`config.mk`:
```
export PLATFORM = sky130hd
export DESIGN_NAME = pdma_port
export DESIGN_NICKNAME = d
export VERILOG_FILES = /design/src/pdma_pkg.sv /design/src/pdma_fifo.sv /design/src/pdma_port.sv
export SDC_FILE = /design/constraint.sdc
export NUM_CORES = 1
export LEC_CHECK = 0
export BUFFER_PORTS_ARGS = -buffer_cell sky130_fd_sc_hd__buf_2
export CORE_UTILIZATION = 60
export CTS_CLUSTER_DIAMETER = 200
export DETAILED_ROUTE_END_ITERATION = 8
export PLACE_DENSITY = 0.82
export SLEW_MARGIN = 20
export SYNTH_ARGS = -nofsm -noshare
export SYNTH_HDL_FRONTEND = slang
export SYNTH_SLANG_ARGS = --single-unit
```
`constraint.sdc`:
```
create_clock -name CLK -period 5.95 [get_ports CLK]
set_input_delay 0.2975 -clock CLK [delete_from_list [all_inputs] [get_ports CLK]]
set_output_delay 0.2975 -clock CLK [all_outputs]
set_load 0.01 [all_outputs]
```
`src/pdma_pkg.sv`:
```
package pdma_pkg;

    // ****************************************
    // function output register fields
    // ****************************************
    localparam int FOUT_FN1_BIT = 0;
    localparam int FOUT_FN2_BIT = 1;
    localparam int FOUT_FN3_BIT = 2;
    localparam int FOUT_GO_BIT = 4;
    localparam logic [4:0] FOUT_RESET = 5'h00;

    // ****************************************
    // function input register fields
    // ****************************************
    localparam int FIN_ADDR_BIT = 0;
    localparam int FIN_CTRL_BIT = 1;
    localparam int FIN_STC_BIT = 3;
    localparam int FIN_STB_BIT = 4;
    localparam int FIN_STA_BIT = 5;

    // ****************************************
    // configuration register fields
    // ****************************************
    localparam int CONF_BUSY_HIGH_BIT = 0;
    localparam logic CONF_RESET = 1'b0;

    // ****************************************
    // data widths and buffering
    // ****************************************
    localparam int DATA_W = 16;
    localparam int FIFO_DEPTH = 16;
    localparam int ADDR_W = 22;
    localparam logic [15:0] DATA_RESET = 16'h0000;

    // ****************************************
    // timing
    // ****************************************
    localparam int CLK_PERIOD_PS = 4000;
    localparam int GO_PULSE_NS = 200;
    localparam int END_PULSE_NS = 100;
    localparam int INIT_PULSE_NS = 200;
    localparam logic [7:0] GO_CYCLES = 8'((GO_PULSE_NS * 1000 + CLK_PERIOD_PS - 1) / CLK_PERIOD_PS);
    localparam logic [7:0] END_CYCLES = 8'((END_PULSE_NS * 1000 + CLK_PERIOD_PS - 1) / CLK_PERIOD_PS);
    localparam logic [7:0] INIT_CYCLES = 8'((INIT_PULSE_NS * 1000 + CLK_PERIOD_PS - 1) / CLK_PERIOD_PS);

    // ****************************************
    // word cycle states
    // ****************************************
    typedef enum logic [2:0] {
        ST_IDLE = 3'b000,
        ST_FETCH = 3'b001,
        ST_PRESENT = 3'b010,
        ST_ACCEPT = 3'b011,
        ST_DONE = 3'b100
    } cyc_state_t;

endpackage

```
`src/pdma_fifo.sv`:
```
`timescale 1ns/1ps
module pdma_fifo #(
    parameter int WIDTH = 16,
    parameter int DEPTH = 16
) (
    // clock and reset
    input wire logic clk,
    input wire logic rstn,
    input wire logic flush,
    // write side
    input wire logic [WIDTH-1:0] wr_data,
    input wire logic wr_valid,
    output logic wr_ready,
    // read side
    output logic [WIDTH-1:0] rd_data,
    output logic rd_valid,
    input wire logic rd_ready
);
    localparam int AW = $clog2(DEPTH);

    logic [WIDTH-1:0] mem [DEPTH];
    logic [AW:0] wp_r;
    logic [AW:0] rp_r;
    logic [AW:0] cnt;
    logic do_wr;
    logic do_rd;

    // honest full and empty from pointer distance
    assign cnt = wp_r - rp_r;
    assign wr_ready = (cnt != AW'(0) + (AW+1)'(DEPTH)) ? 1'b1 : 1'b0;
    assign rd_valid = (cnt != '0);
    assign do_wr = wr_valid && wr_ready;
    assign do_rd = rd_valid && rd_ready;

    // storage writes
    always_ff @(posedge clk) begin
        if (do_wr) begin
            mem[wp_r[AW-1:0]] <= wr_data;
        end
    end

    // registered read data tracks head word
    always_ff @(posedge clk) begin
        if (!rstn) begin
            rd_data <= '0;
        end else if (do_rd && (cnt > (AW+1)'(1))) begin
            rd_data <= mem[rp_r[AW-1:0] + AW'(1)];
        end else if (do_wr && (cnt == '0 || (do_rd && cnt == (AW+1)'(1)))) begin
            rd_data <= wr_data;
        end
    end

    // pointers
    always_ff @(posedge clk) begin
        if (!rstn || flush) begin
            wp_r <= '0;
            rp_r <= '0;
        end else begin
            if (do_wr) begin
                wp_r <= wp_r + (AW+1)'(1);
            end
            if (do_rd) begin
                rp_r <= rp_r + (AW+1)'(1);
            end
        end
    end
endmodule

```
`src/pdma_port.sv`:
```
`timescale 1ns/1ps
module pdma_port (
    // clock and reset
    input wire logic CLK,
    input wire logic RSTN,
    // software register access
    input wire logic [4:0] FOUT_WDATA,
    input wire logic FOUT_WE,
    output logic [4:0] FOUT_RDATA,
    input wire logic CONF_WDATA,
    input wire logic CONF_WE,
    output logic CONF_RDATA,
    output logic [5:0] FIN_RDATA,
    output logic [15:0] IDR_RDATA,
    input wire logic [15:0] ODR_WDATA,
    input wire logic ODR_WE,
    // dma engine side
    input wire logic [15:0] DMA_RD_DATA,
    input wire logic DMA_RD_VALID,
    output logic DMA_RD_READY,
    output logic [15:0] DMA_WR_DATA,
    output logic DMA_WR_VALID,
    input wire logic DMA_WR_READY,
    output logic [21:0] DMA_ADDR,
    input wire logic [21:0] DMA_ADDR_LOAD,
    input wire logic DMA_ADDR_WE,
    output logic DMA_WORD_DONE,
    input wire logic BUS_ERROR,
    // user port inputs
    input wire logic [15:0] user_data_in,
    input wire logic cycle_request_a,
    input wire logic cycle_request_b,
    input wire logic user_abort_in,
    input wire logic direction_in,
    input wire logic byte_ctrl_in,
    input wire logic byte_addr_in,
    input wire logic addr_step_in,
    input wire logic count_step_in,
    input wire logic status_in_a,
    input wire logic status_in_b,
    input wire logic status_in_c,
    // user port outputs
    output logic [15:0] user_data_out,
    output logic READY,
    output logic GO,
    output logic BUSY,
    output logic cycle_done_pulse,
    output logic peer_init_pulse,
    output logic func_out_one,
    output logic func_out_two,
    output logic func_out_three
);

    // ****************************************
    // declarations
    // ****************************************
    pdma_pkg::cyc_state_t state_r;
    pdma_pkg::cyc_state_t state_nxt;
    logic [4:0] fout_r;
    logic conf_r;
    logic ready_r;
    logic [7:0] go_cnt_r;
    logic [7:0] end_cnt_r;
    logic [7:0] init_cnt_r;
    logic req_d_r;
    logic req_edge;
    logic busy_act;
    logic [15:0] idr_r;
    logic [15:0] odr_r;
    logic [21:0] addr_r;
    logic go_cmd;
    logic fn2_rise;
    logic done_evt;
    logic abort;
    logic in_valid;
    logic in_ready;
    logic out_pop;
    logic fifo_flush;
    logic [15:0] rx_data;
    logic rx_valid;
    logic ignored_inputs;

    // pulse timer reload or count down
    function automatic logic [7:0] tick(input logic [7:0] cnt, input logic load, input logic [7:0] len);
        if (load) begin
            return len;
        end else if (cnt != 8'h00) begin
            return cnt - 8'h01;
        end
        return 8'h00;
    endfunction

    // ****************************************
    // software controls
    // ****************************************

    // go strobe and function two rising edge
    assign go_cmd = FOUT_WE && FOUT_WDATA[pdma_pkg::FOUT_GO_BIT];
    assign fn2_rise = FOUT_WE && FOUT_WDATA[pdma_pkg::FOUT_FN2_BIT] && !fout_r[pdma_pkg::FOUT_FN2_BIT];
    // attention or bus error ends any word in flight
    assign abort = user_abort_in || BUS_ERROR;
    // these inputs take no part in transfers
    assign ignored_inputs = addr_step_in ^ count_step_in;

    // function output register, go bit self clears
    always_ff @(posedge CLK) begin
        if (!RSTN) begin
            fout_r <= pdma_pkg::FOUT_RESET;
        end else if (FOUT_WE) begin
            fout_r <= {1'b0, FOUT_WDATA[3:0]};
        end
    end

    // configuration register, busy polarity
    always_ff @(posedge CLK) begin
        if (!RSTN) begin
            conf_r <= pdma_pkg::CONF_RESET;
        end else if (CONF_WE) begin
            conf_r <= CONF_WDATA;
        end
    end

    // ready: set by reset, attention or bus error; cleared by go
    always_ff @(posedge CLK) begin
        if (!RSTN) begin
            ready_r <= 1'b1;
        end else if (abort) begin
            ready_r <= 1'b1;
        end else if (go_cmd) begin
            ready_r <= 1'b0;
        end
    end

    // go pulse timer
    always_ff @(posedge CLK) begin
        if (!RSTN) begin
            go_cnt_r <= 8'h00;
        end else begin
            go_cnt_r <= tick(go_cnt_r, go_cmd, pdma_pkg::GO_CYCLES);
        end
    end

    // peer initialize pulse timer
    always_ff @(posedge CLK) begin
        if (!RSTN) begin
            init_cnt_r <= pdma_pkg::INIT_CYCLES;
        end else begin
            init_cnt_r <= tick(init_cnt_r, fn2_rise, pdma_pkg::INIT_CYCLES);
        end
    end

    // ****************************************
    // word cycle sequencer
    // ****************************************

    // either request input starts a cycle on its rising edge if both request inputs were low the cycle before
    assign req_edge = (cycle_request_a || cycle_request_b) && !req_d_r;

    // request level one cycle back
    always_ff @(posedge CLK) begin
        if (!RSTN) begin
            req_d_r <= 1'b0;
        end else begin
            req_d_r <= cycle_request_a || cycle_request_b;
        end
    end

    // next state
    always_comb begin
        state_nxt = state_r;
        case (state_r)
            pdma_pkg::ST_IDLE: begin
                if (req_edge && !ready_r) begin
                    state_nxt = direction_in ? pdma_pkg::ST_ACCEPT : pdma_pkg::ST_FETCH;
                end
            end
            pdma_pkg::ST_FETCH: begin
                if (rx_valid) begin
                    state_nxt = pdma_pkg::ST_PRESENT;
                end
            end
            pdma_pkg::ST_PRESENT: begin
                state_nxt = pdma_pkg::ST_DONE;
            end
            pdma_pkg::ST_ACCEPT: begin
                if (in_ready) begin
                    state_nxt = pdma_pkg::ST_DONE;
                end
            end
            pdma_pkg::ST_DONE: begin
                state_nxt = pdma_pkg::ST_IDLE;
            end
            default: begin
                state_nxt = pdma_pkg::ST_IDLE;
            end
        endcase
        if (abort) begin
            state_nxt = pdma_pkg::ST_IDLE;
        end
    end

    // state register
    always_ff @(posedge CLK) begin
        if (!RSTN) begin
            state_r <= pdma_pkg::ST_IDLE;
        end else begin
            state_r <= state_nxt;
        end
    end

    // word completes when the sequencer leaves done
    assign done_evt = (state_r == pdma_pkg::ST_DONE) && !abort;

    // end cycle pulse timer
    always_ff @(posedge CLK) begin
        if (!RSTN) begin
            end_cnt_r <= 8'h00;
        end else begin
            end_cnt_r <= tick(end_cnt_r, done_evt, pdma_pkg::END_CYCLES);
        end
    end

    // dma address steps after each word, unless a software load lands in the same cycle and wins
    always_ff @(posedge CLK) begin
        if (!RSTN) begin
            addr_r <= '0;
        end else if (DMA_ADDR_WE) begin
            addr_r <= DMA_ADDR_LOAD;
        end else if (done_evt) begin
            addr_r <= addr_r + 22'h000001;
        end
    end

    // ****************************************
    // data paths
    // ****************************************

    // inbound word captured into input data register
    assign in_valid = (state_r == pdma_pkg::ST_ACCEPT);

    // input data register
    always_ff @(posedge CLK) begin
        if (!RSTN) begin
            idr_r <= pdma_pkg::DATA_RESET;
        end else if (in_valid && in_ready) begin
            idr_r <= user_data_in;
        end
    end

    // inbound fifo toward memory
    assign fifo_flush = user_abort_in;

    pdma_fifo #(
        .WIDTH(pdma_pkg::DATA_W),
        .DEPTH(pdma_pkg::FIFO_DEPTH)
    ) u_in_fifo (
        .clk(CLK),
        .rstn(RSTN),
        .flush(fifo_flush),
        .wr_data(user_data_in),
        .wr_valid(in_valid),
        .wr_ready(in_ready),
        .rd_data(DMA_WR_DATA),
        .rd_valid(DMA_WR_VALID),
        .rd_ready(DMA_WR_READY)
    );

    // outbound word pulled from the dma engine during fetch
    assign rx_data = DMA_RD_DATA;
    assign rx_valid = DMA_RD_VALID;
    assign out_pop = (state_r == pdma_pkg::ST_FETCH) && rx_valid;
    assign DMA_RD_READY = (state_r == pdma_pkg::ST_FETCH);

    // output data register, software or dma
    always_ff @(posedge CLK) begin
        if (!RSTN) begin
            odr_r <= pdma_pkg::DATA_RESET;
        end else if (out_pop) begin
            odr_r <= rx_data;
        end else if (ODR_WE) begin
            odr_r <= ODR_WDATA;
        end
    end

    // ****************************************
    // outputs
    // ****************************************

    // handshake active while fetching or accepting
    assign busy_act = (state_r == pdma_pkg::ST_FETCH) || (state_r == pdma_pkg::ST_ACCEPT);
    assign BUSY = conf_r ? busy_act : !busy_act;

    // status and pulse pins
    assign READY = ready_r;
    assign GO = (go_cnt_r != 8'h00);
    assign cycle_done_pulse = (end_cnt_r != 8'h00);
    assign peer_init_pulse = (init_cnt_r != 8'h00);
    assign user_data_out = odr_r;
    assign func_out_one = fout_r[pdma_pkg::FOUT_FN1_BIT];
    assign func_out_two = fout_r[pdma_pkg::FOUT_FN2_BIT];
    assign func_out_three = fout_r[pdma_pkg::FOUT_FN3_BIT];
    assign DMA_ADDR = addr_r;
    assign DMA_WORD_DONE = done_evt;

    // register read back
    assign FOUT_RDATA = fout_r;
    assign CONF_RDATA = conf_r;
    assign IDR_RDATA = idr_r;
    always_comb begin
        FIN_RDATA = 6'h00;
        FIN_RDATA[pdma_pkg::FIN_ADDR_BIT] = byte_addr_in;
        FIN_RDATA[pdma_pkg::FIN_CTRL_BIT] = byte_ctrl_in;
        FIN_RDATA[2] = 1'b0;
        FIN_RDATA[pdma_pkg::FIN_STC_BIT] = status_in_c;
        FIN_RDATA[pdma_pkg::FIN_STB_BIT] = status_in_b;
        FIN_RDATA[pdma_pkg::FIN_STA_BIT] = status_in_a;
    end

endmodule

```
== Word level (Yosys, flattened, before mapping) ==
Memories as Yosys holds them, arrays and structs flattened.
Cells that the tools add are included.
Storage, ports and cells
  register bits: 114
  bits in writable memories: 256
  output and inout bits: 93
  memories: 1
Memories
  u_in_fifo.mem: words 16, bits a word 16, read ports 1, clocked after Yosys merged registers in 0, wr ports 1, line pdma_fifo.sv:21  | logic [WIDTH-1:0] mem [DEPTH];
Operators by class
  $add $sub $neg: 8
  magnitude comparators: 1
  equality and inequality tests: 9
  muxes and demuxes: 31
  bitwise operators: 4
  reduce and logical (&&, ||, !) cells: 39
Operators with widths (count)
  two-way mux 16 bit: 4
  two-way mux 22 bit: 2
  two-way mux 8 bit: 3
  nonzero test 8 bit: 3
  subtractor 8 x 1 -> 8 bit (second input constant): 3
  adder 22 x 1 -> 22 bit (second input constant): 1
  two-way mux 6 bit: 3
  two-way mux 1 bit: 13
  logical AND 1 bit: 12
  case mux 3 bit (4 select lines): 1
  adder 5 x 1 -> 5 bit (second input constant): 2
  two-way mux 3 bit: 3
  OR reduction 3 bit: 3
  == test 3 x 2 -> 1 bit (second input constant): 2
  logical NOT 1 bit: 6
  inequality test 2 bit (second input constant): 3
  nonzero test 2 bit: 3
  == test 5 x 1 -> 1 bit (second input constant): 1
  > comparator 5 x 1 -> 1 bit (second input constant): 1
  logical NOT 5 bit: 1
  logical OR 1 bit: 5
  two-way mux 5 bit: 1
  inequality test 5 bit (second input constant): 1
  nonzero test 5 bit: 1
  10 further kinds: 14

== Depth between registers and ports, before layout ==
  depth in word-level cells: 8
  gate-level depth with buffers: 13
  depth with buffers taken out: 10

== By module ==
From an unflattened synthesis, not the netlist that was laid out.
Unflattened totals
  cells, all modules: 1084
  area, all modules: 15185.8 um^2
By module, submodules not included
  pdma_fifo: times used 1, cells each 610, area an instance 11116.9 um^2, sequential area each 8207.9 um^2
  pdma_port: times used 1, cells each 474, area an instance 4068.9 um^2, sequential area each 1761.7 um^2

== Worst setup path before layout ==
OpenSTA, ideal clock, no wires.
  kind: register to register
  start point: register u_in_fifo.wp_r[0]
  end point: memory u_in_fifo.mem[3][0] (enable)
  library setup time: 0.409 ns
  arrival time: 3.016 ns
  required time: 5.541 ns
  slack: 2.525 ns
  cell stages (with the launch flop): 10
  buffers on the path: 0
  period minus slack after synthesis: 3.425 ns
  path through: dfxtp_1 -> inv_1 -> ha_1 -> inv_1 -> fa_1 -> xnor2_1 -> and3_1 -> mux2i_1 -> o211ai_1 -> nor3_1
On the way
  cells in the longest elaborated chain, start to end: 6
RTL lines
  start: declaration: line pdma_fifo.sv:22  | logic [AW:0] wp_r;
  start signal: assignment: line pdma_fifo.sv:60  | wp_r <= wp_r + (AW+1)'(1);
  subtractor 5 bit: line pdma_fifo.sv:29  | assign cnt = wp_r - rp_r;
  inequality test 5 bit: line pdma_fifo.sv:30  | assign wr_ready = (cnt != AW'(0) + (AW+1)'(DEPTH)) ? 1'b1 : 1'b0;
  two-way mux 1 bit: line pdma_fifo.sv:30
  logical AND 1 bit: line pdma_fifo.sv:32  | assign do_wr = wr_valid && wr_ready;
  two-way mux 1 bit: line pdma_fifo.sv:37  | if (do_wr) begin
  two-way mux 1 bit (not written as such): line pdma_fifo.sv:38  | mem[wp_r[AW-1:0]] <= wr_data;
  end: declaration: line pdma_fifo.sv:21
Parallel ways exist; a longest one is shown, timed or not.

== Worst setup path in the final report ==
  start point: register u_in_fifo.rp_r[0]
  end point: memory u_in_fifo.mem[14][7] (enable)
On the way
  cells in the longest elaborated chain, start to end: 6
RTL lines
  start: declaration: line pdma_fifo.sv:23  | logic [AW:0] rp_r;
  start signal: assignment: line pdma_fifo.sv:63  | rp_r <= rp_r + (AW+1)'(1);
  subtractor 5 bit: line pdma_fifo.sv:29
  inequality test 5 bit: line pdma_fifo.sv:30
  two-way mux 1 bit: line pdma_fifo.sv:30
  logical AND 1 bit: line pdma_fifo.sv:32
  two-way mux 1 bit: line pdma_fifo.sv:37
  two-way mux 1 bit (not written as such): line pdma_fifo.sv:38
Every way passes these cells.

==> flow_metrics.py <==
metrics = {
    "timing": {
        "timing.fmax_mhz": 233,
        "finalHoldViolCount": 0,
        "rsz0062_at_grt": "no",
        "layout_setup_ws_ps": 1660,
        "tns_ps": 0,
        "slew_headroom_pct": 20.7,
        "final-max-slew-violation-count": 0,
        "tightest_slew_ps": 1190,
        "setup_violations": 0,
        "period_share_pct": 72.1,
        "whs_ps": 17.8,
        "clock_skew_ps": 29.7,
        "fin_crit_ps": 4290,
    },
    "pwr": {
        "p_sw_share_pct": 21.8,
        "p_leak_nw": 6.51,
        "p_total_mw": 5.64,
        "clockPowerShare_pct": 42.4,
        "comb_power_share_pct": 6.8,
        "p_switching_mw": 1.23,
        "seqPwrFrac_pct": 50.8,
        "p_int_mw": 4.41,
        "ir_drop_uv": 264,
        "power_density_nw_per_um2": 321,
    },
    "status": {
        "status": "completed",
    },
    "place": {
        "dp_hpwl_um": 21500,
        "place.gp.congestion": 0.826,
        "place_ws_ps": 1640,
        "portBuffers": 174,
    },
    "setup_path": {
        "reg2reg_depth": 9,
        "worstSetupStartpointType": "register",
        "end_kind": "register",
        "crit_fanout": 27,
        "crit_type": "register to register",
        "rr_startpoint": "u_in_fifo.rp_r[0]$_SDFFE_PP0P_",
        "cp.required_ps": 6070,
        "rr_endpoint": "u_in_fifo.mem[14][7]$_DFFE_PP_",
        "r2r_slack_ps": 1660,
        "critical_path_arrival_ps": 4410,
    },
    "grt": {
        "grt_pass1_vias": 9476,
        "met1_usage_pct": 36.4,
        "grt_max_degree": 51,
        "use_met2_pct": 45.1,
        "grt_util_met3_pct": 5.21,
        "top_usage_layer": "met2",
        "grt_pass1_wl_um": 53600,
        "gr-total-overflow": 0,
        "grt_use_total_pct": 27.5,
        "antenna_found_initial": 0,
    },
    "synth": {
        "syn_inst": 978,
        "avgSynthCellArea_um2": 15.6,
        "async_flop_share_pct": 0,
        "seq_area_frac_synth_pct": 65.5,
        "synth_edf_count": 256,
        "synthFlopType": "edfxtp_1",
        "synth_cell_types": 49,
        "netlist_area_um2": 15200,
        "synth-seq-cells": 370,
        "yosys_warnings": 0,
    },
    "clock_tree": {
        "cts-root-buf": "clkbuf_16",
        "clkTransAtPathRegs_ps": 60,
        "cts_made_buffers": 38,
        "clk_latency_ps": 530,
        "htreeDepth": 2,
        "cts_tree": "done",
        "post_cts_resized": 0,
        "cts_sinks": 370,
        "cts_max_path_buffers": 3,
    },
    "floorplanning": {
        "die_height_um": 161,
        "die-area_um2": 26000,
        "ios": 189,
        "coreArea_um2": 24600,
        "die_w_um": 161,
        "initial_core_util_pct": 61.8,
        "rows": 57,
    },
    "run": {
        "max_cap_viol_count": 0,
    },
    "layout": {
        "nets": 1253,
        "drive_gt1_share_pct": 28.8,
        "n_antenna_cell": 0,
        "area_growth_pct": 15.7,
    },
    "hold_path": {
        "hold_depth": 3,
        "hold_path_class": "input port to register",
        "min_to": "DMA_ADDR[3]$_SDFFE_PN0P_",
        "min_from": "DMA_ADDR_LOAD[3]",
    },
    "routing": {
        "viasPerCell": 6.26,
        "route.detailed.drc": 0,
        "drt-total-wl_um": 35400,
        "first_iter_violations": 1020,
        "avgRoutedWirePerCell_um": 23.7,
        "drtPass1Iterations": 5,
        "ant_nets": 0,
        "num_vias": 9364,
    },
}
==> worst max path at each step <==
| stage | from | to | slack, ps |
|---|---|---|---|
| after floorplan | u_in_fifo.wp_r[0]$_SDFFE_PP0P_ | u_in_fifo.mem[3][0]$_DFFE_PP_ | 2520 |
| after global placement | u_in_fifo.rp_r[0]$_SDFFE_PP0P_ | u_in_fifo.mem[9][6]$_DFFE_PP_ | 1750 |
| after detailed placement | u_in_fifo.rp_r[0]$_SDFFE_PP0P_ | u_in_fifo.mem[2][14]$_DFFE_PP_ | 1640 |
| after CTS | u_in_fifo.rp_r[0]$_SDFFE_PP0P_ | u_in_fifo.mem[2][5]$_DFFE_PP_ | 1610 |
| after global routing | u_in_fifo.rp_r[0]$_SDFFE_PP0P_ | u_in_fifo.mem[2][6]$_DFFE_PP_ | 1400 |
| final | u_in_fifo.rp_r[0]$_SDFFE_PP0P_ | u_in_fifo.mem[14][7]$_DFFE_PP_ | 1660 |
==> Yosys cell counts (2+ instances only) <==
master | instances | share of area (%)
a21oi_1 | 21 | 0.69
a31oi_1 | 2 | 0.082
o311ai_0 | 16 | 0.92
xor2_1 | 18 | 1.0
o2111ai_1 | 17 | 0.98
o21ai_0 | 14 | 0.46
o31ai_1 | 2 | 0.099
buf_6 | 3 | 0.22
or3_1 | 6 | 0.25
o21ai_1 | 2 | 0.066
xnor2_1 | 32 | 1.8
nor3_1 | 10 | 0.33
and3_1 | 21 | 0.86
and2_1 | 4 | 0.16
mux2i_1 | 46 | 3.0
a211oi_1 | 21 | 1.0
ha_1 | 13 | 1.1
o211ai_1 | 2 | 0.099
nor4_1 | 4 | 0.16
inv_1 | 23 | 0.57
buf_4 | 11 | 0.54
nand4_1 | 21 | 0.86
nor2b_1 | 5 | 0.21
edfxtp_1 | 256 | 51
nand3_1 | 13 | 0.43
clkbuf_1 | 37 | 0.91
buf_2 | 8 | 0.26
nand2_1 | 18 | 0.44
mux4_2 | 80 | 12
nor2_1 | 90 | 2.2
buf_1 | 4 | 0.099
dfxtp_1 | 114 | 15
o211a_1 | 21 | 1.4
nand2b_1 | 8 | 0.33
==> sequential cells by signal, summed over array words and instances, names as in the netlist <==
name               cells
req_d_r                1
CONF_RDATA             1
init_cnt_r             8
user_data_out         16
DMA_ADDR              22
u_in_fifo.rp_r         5
u_in_fifo.rd_data     16
u_in_fifo.mem        256
end_cnt_r              8
go_cnt_r               8
FOUT_RDATA             4
IDR_RDATA             16
u_in_fifo.wp_r         5
state_r                3
READY                  1
==> placed cells by master (no fill, tap or decap), types with 10 or more instances in the layout <==
cell       Yosys  layout
a211oi_1      21      21
a21oi_1       21      20
and3_1        21      21
buf_2          8     174
buf_4         11      10
clkbuf_16      0      39
dfxtp_1      114     113
edfxtp_1     256     256
ha_1          13      12
inv_1         23      22
mux2i_1       46      46
mux4_2        80      80
nand2_1       18      18
nand3_1       13      13
nand4_1       21      21
nor2_1        90      90
o2111ai_1     17      17
o211a_1       21      21
o21ai_0       14      14
o311ai_0      16      16
xnor2_1       32      29
xor2_1        18      18
==> repair_timing <==
action / 4_1_cts / 5_1_grt
setup buffers: 0 / 0
hold buffers: 3 / 0
endpoints found under the hold margin: 3 / 0
==> routing by layer <==
metal  routed length [µm]  vias to the layer above
met1                13700                     4637
li1                     -                     4144
met5                    0                        -
met2                17500                      477
met3                 2840                      106
met4                 1370                        0
==> through the flow <==
step | std cells | cell area, µm² | utilization [%]
5_1_grt | 1496 | 17600 | 71.5
4_1_cts | 1496 | 17600 | 71.5
2_1_floorplan | 979 | 15200 | -
6_report | 1496 | 17600 | 71.5
3_3_place_gp | 1424 | 16300 | 66.3
3_5_place_dp | 1424 | 16300 | 66.3
==> power by group through the flow <==
stage | combinational (mW) | sequential (mW) | clock (mW)
floorplan | 0.244 | 2.92 | 0
global placement | 0.364 | 2.92 | 0
detailed placement | 0.379 | 2.92 | 0
CTS | 0.387 | 2.87 | 2.40
global route | 0.433 | 2.87 | 2.51
finish | 0.385 | 2.87 | 2.39
==> critical path, cell delays in order (launching register included) <==
cell and delay (ps):
dfxtp_4 670, ha_1 250, inv_1 60, fa_1 400, xnor2_1 180, and3_1 200
mux2_2 310, a21oi_4 480, buf_4 370, and3_1 950
==> cell type report <==
cell class | count | area (µm²)
Timing Repair Buffer | 187 | 976
Sequential cell | 370 | 9970
Clock inverter | 18 | 204
Fill cell | 1535 | 7000
Clock buffer | 51 | 1060
Tap cell | 324 | 405
Inverter | 23 | 86.3
Multi-Input combinational cell | 523 | 4900
==> logic make-up (layout without fill, tap and decap cells) <==
kind of cell    after synthesis  after routing  synth area share [%]
flops                       370            370                  65.5
compound gates              123            123                  6.14
mux                         127            127                  14.9
simple gates                207            207                  6.65
buf+inv                      86            279                  2.61
fa+ha+maj                    14             14                  1.20
other cells                   1              2                0.0247
xor+xnor                     50             50                  2.88
(Power assumes the default switching activity.)
